==> src/pkg/evpd_consts.vh <==
// Purpose: constants of the exception vector priority decoder
// Assumes: included by the decoder only
// Notes: offsets are byte offsets from the vector base
`ifndef EVPD_CONSTS_VH
`define EVPD_CONSTS_VH
// ----------------------------------------
// vector table
// ----------------------------------------
`define EVPD_RESET_VEC 24'h0ffffc
`define EVPD_BASE_RST 24'hfffe00
`define EVPD_OFS_PAGE1 24'h0001f8
`define EVPD_OFS_PAGE2 24'h0001f4
`define EVPD_OFS_SOFT 24'h0001f0
`define EVPD_OFS_KCALL 24'h0001ec
`define EVPD_OFS_MEXC 24'h0001e8
`define EVPD_OFS_RSV1 24'h0001e4
`define EVPD_OFS_RSV0 24'h0001e0
`define EVPD_OFS_SPUR 24'h0001dc
`define EVPD_OFS_XPIN 24'h0001d8
`define EVPD_OFS_EPIN 24'h0001d4
`define EVPD_OFS_MLO 24'h000010
`define EVPD_OFS_MHI 24'h0001d0
`define EVPD_TBL_ENTRIES 8'h80
`define EVPD_ENTRY_BITS 6'h20
`define EVPD_ADDR_BITS 5'h18
// ----------------------------------------
// channel indices (offset divided by four)
// ----------------------------------------
`define EVPD_CH_MLO 7'h04
`define EVPD_CH_MHI 7'h74
`define EVPD_CH_EPIN 7'h75
`define EVPD_CH_SPUR 7'h77
// ----------------------------------------
// priority levels
// ----------------------------------------
`define EVPD_LVL_RST 3'h1
`define EVPD_LVL_SPUR 3'h7
`define EVPD_LVL_OFF 3'h0
`define EVPD_NEST_MAX 3'h7
// ----------------------------------------
// apb register map
// ----------------------------------------
`define EVPD_REG_BASE 12'h000
`define EVPD_REG_SEL 12'h004
`define EVPD_REG_DATA 12'h008
`define EVPD_REG_STAT 12'h00c
`define EVPD_BASE_LSB 9
`endif

==> src/rtl/evpd_decoder.v <==
// Purpose: exception vector priority decoder and wake-up qualifier
// Assumes: one 200 MHz clock, synchronous active-high reset, apb registers
// Notes: vector answer one cycle after the core's request pulse
//
// Added by the designer: the placing of the registers and the APB slave port.
`timescale 1ns/10ps
`include "evpd_consts.vh"

module evpd_decoder (
   // clock and reset
   input wire clk_sys,
   input wire rst,
   // apb slave
   input wire psel,
   input wire penable,
   input wire pwrite,
   input wire [11:0] paddr,
   input wire [31:0] pwdata,
   output reg [31:0] prdata,
   output reg pready,
   output reg pslverr,
   // exception requests
   input wire reset_cause_req,
   input wire page1_fault_req,
   input wire page2_fault_req,
   input wire soft_interrupt_instr,
   input wire kernel_call_instr,
   input wire machine_exc_req,
   input wire pin_nonmaskable_request,
   input wire ext_pin_request,
   input wire [127:0] maskable_req,
   // core state from the condition code word
   input wire imask_bit,
   input wire xmask_bit,
   input wire [2:0] current_service_level,
   input wire stop_or_wait,
   // vector interface
   input wire vec_req,
   output reg [23:0] vec_addr_q,
   output reg vec_valid_q,
   output reg [2:0] new_service_level_q,
   output reg service_level_load_q,
   // wake-up
   output reg wake_q
);

   // ----------------------------------------
   // helpers
   // ----------------------------------------
   // channels that own a configuration slot
   function chan_used;
      input [6:0] idx;
      begin
         chan_used = ((idx >= `EVPD_CH_MLO) && (idx <= `EVPD_CH_MHI)) ||
            (idx == `EVPD_CH_EPIN);
      end
   endfunction

   // maskable qualification, shared by vectoring and wake-up
   function qual;
      input [2:0] lvl;
      input [2:0] svc_lvl;
      input imask;
      begin
         qual = (lvl != `EVPD_LVL_OFF) && (lvl > svc_lvl) && !imask;
      end
   endfunction

   // ----------------------------------------
   // state
   // ----------------------------------------
   reg [2:0] prio_q [0:127];
   reg [23:0] base_q;
   reg [6:0] sel_q;
   reg [6:0] last_idx_q;
   reg [2:0] last_lvl_q;
   integer i;
   integer k;

   // ----------------------------------------
   // maskable search
   // ----------------------------------------
   reg found_m;
   reg [6:0] best_idx;
   reg [2:0] best_lvl;
   reg epin_ok;
   reg wake_m;

   always @* begin
      found_m = 1'b0;
      best_idx = `EVPD_CH_MLO;
      best_lvl = `EVPD_LVL_OFF;
      wake_m = 1'b0;
      epin_ok = ext_pin_request &&
         qual(prio_q[`EVPD_CH_EPIN], current_service_level, imask_bit);
      // ascending scan with >= so equal levels go to the higher address
      for (i = `EVPD_CH_MLO; i <= `EVPD_CH_MHI; i = i + 1) begin
         if (maskable_req[i] && qual(prio_q[i], current_service_level, imask_bit)) begin
            wake_m = 1'b1;
            if (!found_m || (prio_q[i] >= best_lvl)) begin
               found_m = 1'b1;
               best_idx = i[6:0];
               best_lvl = prio_q[i];
            end
         end
      end
   end

   // ----------------------------------------
   // vector selection
   // ----------------------------------------
   reg [23:0] sel_ofs;
   reg [23:0] sel_vec;
   reg sel_load;
   reg [2:0] sel_lvl;

   always @* begin
      sel_load = 1'b0;
      sel_lvl = current_service_level;
      sel_ofs = `EVPD_OFS_SPUR;
      // instruction faults cannot coincide, so their order is arbitrary
      if (page1_fault_req) begin
         sel_ofs = `EVPD_OFS_PAGE1;
      end else if (page2_fault_req) begin
         sel_ofs = `EVPD_OFS_PAGE2;
      end else if (soft_interrupt_instr) begin
         sel_ofs = `EVPD_OFS_SOFT;
      end else if (kernel_call_instr) begin
         sel_ofs = `EVPD_OFS_KCALL;
      end else if (machine_exc_req) begin
         sel_ofs = `EVPD_OFS_MEXC;
      end else if (pin_nonmaskable_request && !xmask_bit) begin
         sel_ofs = `EVPD_OFS_XPIN;
      end else if (epin_ok) begin
         sel_ofs = `EVPD_OFS_EPIN;
         sel_load = 1'b1;
         sel_lvl = prio_q[`EVPD_CH_EPIN];
      end else if (found_m) begin
         sel_ofs = {15'h0000, best_idx, 2'b00};
         sel_load = 1'b1;
         sel_lvl = best_lvl;
      end
      sel_vec = base_q + sel_ofs;
      if (reset_cause_req) begin
         sel_vec = `EVPD_RESET_VEC;
         sel_load = 1'b0;
      end
   end

   // ----------------------------------------
   // vector answer
   // ----------------------------------------
   always @(posedge clk_sys) begin
      if (rst) begin
         vec_addr_q <= 24'h000000;
         vec_valid_q <= 1'b0;
         new_service_level_q <= 3'h0;
         service_level_load_q <= 1'b0;
         last_idx_q <= 7'h00;
         last_lvl_q <= 3'h0;
      end else begin
         // judged at the request itself, not at recognition
         vec_valid_q <= vec_req;
         service_level_load_q <= vec_req && sel_load;
         if (vec_req) begin
            vec_addr_q <= sel_vec;
            new_service_level_q <= sel_lvl;
            last_idx_q <= sel_ofs[8:2];
            last_lvl_q <= sel_lvl;
         end
      end
   end

   // ----------------------------------------
   // wake-up
   // ----------------------------------------
   always @(posedge clk_sys) begin
      if (rst) begin
         wake_q <= 1'b0;
      end else begin
         // the pin wakes even when masked; the core skips its handler then
         wake_q <= stop_or_wait && (wake_m || epin_ok || machine_exc_req ||
            pin_nonmaskable_request);
      end
   end

   // ----------------------------------------
   // apb register file
   // ----------------------------------------
   wire setup = psel && !penable;
   wire acc_wr = psel && penable && pready && pwrite;
   wire mapped = (paddr == `EVPD_REG_BASE) || (paddr == `EVPD_REG_SEL) ||
      (paddr == `EVPD_REG_DATA) || (paddr == `EVPD_REG_STAT);
   reg [31:0] rd_mux;

   always @* begin
      case (paddr)
         `EVPD_REG_BASE: rd_mux = {8'h00, base_q};
         `EVPD_REG_SEL: rd_mux = {25'h0000000, sel_q};
         `EVPD_REG_DATA: begin
            if (sel_q == `EVPD_CH_SPUR) begin
               rd_mux = {29'h00000000, `EVPD_LVL_SPUR};
            end else if (chan_used(sel_q)) begin
               rd_mux = {29'h00000000, prio_q[sel_q]};
            end else begin
               rd_mux = 32'h00000000;
            end
         end
         `EVPD_REG_STAT: rd_mux = {19'h00000, wake_q, last_lvl_q, 2'b00, last_idx_q};
         default: rd_mux = 32'h00000000;
      endcase
   end

   // one wait-free access phase: ready is raised by the setup cycle
   always @(posedge clk_sys) begin
      if (rst) begin
         prdata <= 32'h00000000;
         pready <= 1'b0;
         pslverr <= 1'b0;
      end else begin
         pready <= setup;
         if (setup) begin
            prdata <= pwrite ? 32'h00000000 : rd_mux;
            pslverr <= !mapped;
         end else begin
            pslverr <= 1'b0;
         end
      end
   end

   always @(posedge clk_sys) begin
      if (rst) begin
         base_q <= `EVPD_BASE_RST;
         sel_q <= 7'h00;
         for (k = 0; k < 128; k = k + 1) begin
            prio_q[k] <= `EVPD_LVL_RST;
         end
      end else if (acc_wr) begin
         // low bits fixed so the table stays aligned
         if (paddr == `EVPD_REG_BASE) begin
            base_q <= {pwdata[23:`EVPD_BASE_LSB], 9'h000};
         end
         if (paddr == `EVPD_REG_SEL) begin
            sel_q <= pwdata[6:0];
         end
         // unused and fixed channels ignore writes
         if ((paddr == `EVPD_REG_DATA) && chan_used(sel_q)) begin
            prio_q[sel_q] <= pwdata[2:0];
         end
      end
   end

endmodule

==> config.mk <==
export PLATFORM = sky130hd
export DESIGN_NAME = evpd_decoder
export DESIGN_NICKNAME = d
export VERILOG_FILES = /design/src/rtl/evpd_decoder.v
export VERILOG_INCLUDE_DIRS = /design/src /design/src/pkg
export SDC_FILE = /design/constraint.sdc
export NUM_CORES = 2
export LEC_CHECK = 0
export BUFFER_PORTS_ARGS = -buffer_cell sky130_fd_sc_hd__clkbuf_2
export CORE_ASPECT_RATIO = 0.7
export CORE_MARGIN = 2
export CORE_UTILIZATION = 40
export DETAILED_ROUTE_END_ITERATION = 10
export GPL_ROUTABILITY_DRIVEN = 0
export PLACE_DENSITY = 0.55
export REMOVE_ABC_BUFFERS = 1
export SLEW_MARGIN = 20
export SYNTH_ARGS = -nofsm -noshare
export SYNTH_HDL_FRONTEND = slang
export SYNTH_SLANG_ARGS = --single-unit
==> constraint.sdc <==
create_clock -name clk_sys -period 180.7 [get_ports clk_sys]
set_input_delay 36.14 -clock clk_sys [delete_from_list [all_inputs] [get_ports clk_sys]]
set_output_delay 36.14 -clock clk_sys [all_outputs]
set_load 0.05 [all_outputs]
==> metrics.yaml <==
cts_buffers: 50
synthMuxAreaShare_pct: 7.46
num-fill-cells: 10852
cp_common_cell: "nand2b_4"
fin_ws_ns: 3.40
period_share_pct: 98.1
rsz0062_at_grt: "true"
reg2reg_slack_ns: 38.48
synth-async-reset-ratio_pct: 0
drive_gt1_share_pct: 38.9
vias: 52051
yosys.area_share.simple_pct: 23.1
cp-startpoint: "current_service_level[1]"
whs_path_depth: 2
fin_skew_ns: 0.0492
critical_path_required_ns: 181.17
r2r-end: "vec_addr_q[7]"
synthTopCellsByCount: "nor2_1, ha_1, nand2_1, edfxtp_1, inv_1"
antenna_found_initial: 17
worstPathArrival_ns: 177.77
end_kind: "flip-flop"
finalNetCount: 7871
criticalPathCategory: "input port to flip-flop"
max_freq_mhz: 5.64
dr.first_iter.drc_count: 5607
yosys_most_used_dff: "edfxtp_1"
ys_seq_area_share_pct: 27.1
grt-ovfl-total: 0
cp_num_buf_inv: 84
place_area_um2: 59700
fin_cells: 8779
synth_edf_count: 384
yosysTopAreaCellShare_pct: 23.5
fin_crit_ns: 177.30
multiInputGateArea_um2: 39600
wl_per_cell_um: 23.0
yosys_warnings: 0
io_buffers: 218
synth-compound-area-share_pct: 22.9
tightest_slew_ns: 1.24
reg2reg_depth: 818
die_y_um: 297
reg2reg_from: "prio_q[4][1]"
synthAdderAreaFrac_pct: 15.0
slew_violations: 0
cts.sinks: 472
slew_headroom_pct: 16.3
syn_to_final_growth_pct: 41.2
avgSynthCellArea_um2: 8.69
fp.coreArea_um2: 122000
final_cell_area_um2: 69200
crit_family: "compound AO/OA/AOI/OAI gates"
synthCells: 5642
cts_tree: "done"
die_w_um: 422
dr.pass1.iters: 6
cap_violations: 0
initial_utilization_pct: 40.3
synth_top_family_by_area: "simple AND/OR/NAND/NOR gates"
via_per_inst: 5.93
num_rows: 107
die_area_um2: 125000
hpwl_um: 148000
grt.total_usage_pct: 29.7
clock_latency_ns: 0.63
hp-class: "flip-flop to flip-flop"
htree_levels: 2
placed_cells: 8426
cp_max_fo: 7
drc: 0
regArea_um2: 13300
clk_path_buf_depth: 3
finalSetupViolations: 0
routed_wl_um: 202000
worstHoldStart: "vec_addr_q[21]"
critical_path_cell_count: 922
synth.most_common_cell: "nor2_1"
critPathSlowestCell: "or4_4"
grt_pass1_wl_um: 291000
hold_viol: 0
ys_ff_latch: 472
clockRootBuffer: "clkbuf_16"
dp_slack_ns: -8.35
critPathMaxStageDelay_ns: 0.57
status: "complete, no violations"
synthXorXnorAreaFrac_pct: 0
start_kind: "input port"
io_pins: 256
ant_nets: 0
synth_top_area_cell: "edfxtp_1"
clk_pin_slew_ns: 0.06
ys_types: 140
synth_area_leaders: "edfxtp_1, ha_1, mux4_2"
cp-endpoint: "vec_addr_q[7]"
netlist_area_um2: 49000
grt_pass1_vias: 47378
grt_max_degree: 103
-- metal layers --
layer | vias to the layer above | routed length, um | GRT usage (%)
met2 | 2254 | 85500 | 43.0
met5 | - | 21 | 0
met1 | 25292 | 92500 | 45.8
met4 | 4 | 5110 | 6.76
li1 | 24233 | - | -
met3 | 268 | 18800 | 4.82
-- per-stage QoR --
step / TNS [ns] / utilization (%) / hold WS (ns)
after detailed placement: -136.85 / 49.1 / 0.460
after floorplan: -58.95 / - / 0.451
after CTS: 0 / 51.7 / 0.471
after global placement: -114.74 / 49.1 / 0.456
after global routing: -43.46 / 56.9 / 0.503
final: 0 / 56.9 / 0.472
-- area by class of cell --
type / instances / area share (%)
multi-input cells: 4672 / 57.3
repair buffers: 1540 / 16.2
flip-flops and latches: 472 / 19.2
well taps: 1635 / 2.96
inverters: 368 / 2.04
clock buffers: 58 / 1.85
diodes: 6 / 0.0217
clock inverters: 28 / 0.360
-- layout by cell type (no fill, tap or decap), drive strengths merged, types with 24 or more instances in the layout --
cell and instances:
o211ai 68, o311ai 36, nor2b 160, mux2 35, dfxtp 88, and2 77, or3 82, a21boi 28
nand2 465, conb 54, inv 366, a21oi 274, edfxtp 384, mux4 126, and3 63, a211o 24
nand2b 191, o21a 90, nor2 593, clkbuf 273, nand4 69, mux2i 42, or2 55, o31ai 53
ha 575, buf 1325, a31oi 67, o21ai 301, nor3 153, a22oi 35, a211oi 71, nand3 240
a21o 217
-- logic make-up after synthesis --
kind of cell               after synthesis
buffers and inverters                  550
adders and majority gates              591
muxes                                  203
and+or+nand+nor                       2259
AOI/OAI and AO/OA                     1565
other                                    2
DFF                                    472
-- tightest hold or removal path, delay by kind of cell (launching register included) --
family	cells	cell delay [ns]
AOI/OAI and AO/OA	1	0.05
and+or+nand+nor	1	0.06
DFF	1	0.31
-- worst min path at each step --
| stage | to | slack (ns) |
|---|---|---|
| after CTS | vec_addr_q[21] | 0.47 |
| final | vec_addr_q[21] | 0.47 |
| after global routing | vec_addr_q[23] | 0.50 |
| after floorplan | last_idx_q[6] | 0.45 |
| after global placement | vec_addr_q[21] | 0.46 |
| after detailed placement | vec_addr_q[21] | 0.46 |
-- flip-flops by register name (all words and copies together) (netlist names), named ones only --
signal and count:
prio_q 384, pready 1, sel_q 7, prdata 22, vec_valid_q 1, pslverr 1, wake_q 1, vec_addr_q 22
last_lvl_q 3, base_q 15, last_idx_q 7, service_level_load_q 1
-- timing repair --
item	in CTS	in global routing
endpoints found under the setup margin	17	17
hold endpoints to repair	0	0
buffers inserted	80	188
pin swaps	106	597
hold buffers	0	0
resized for setup	268	943
Power is not shown: default switching activity piles up to over one toggle a cycle in this logic, so the estimate is an artifact.
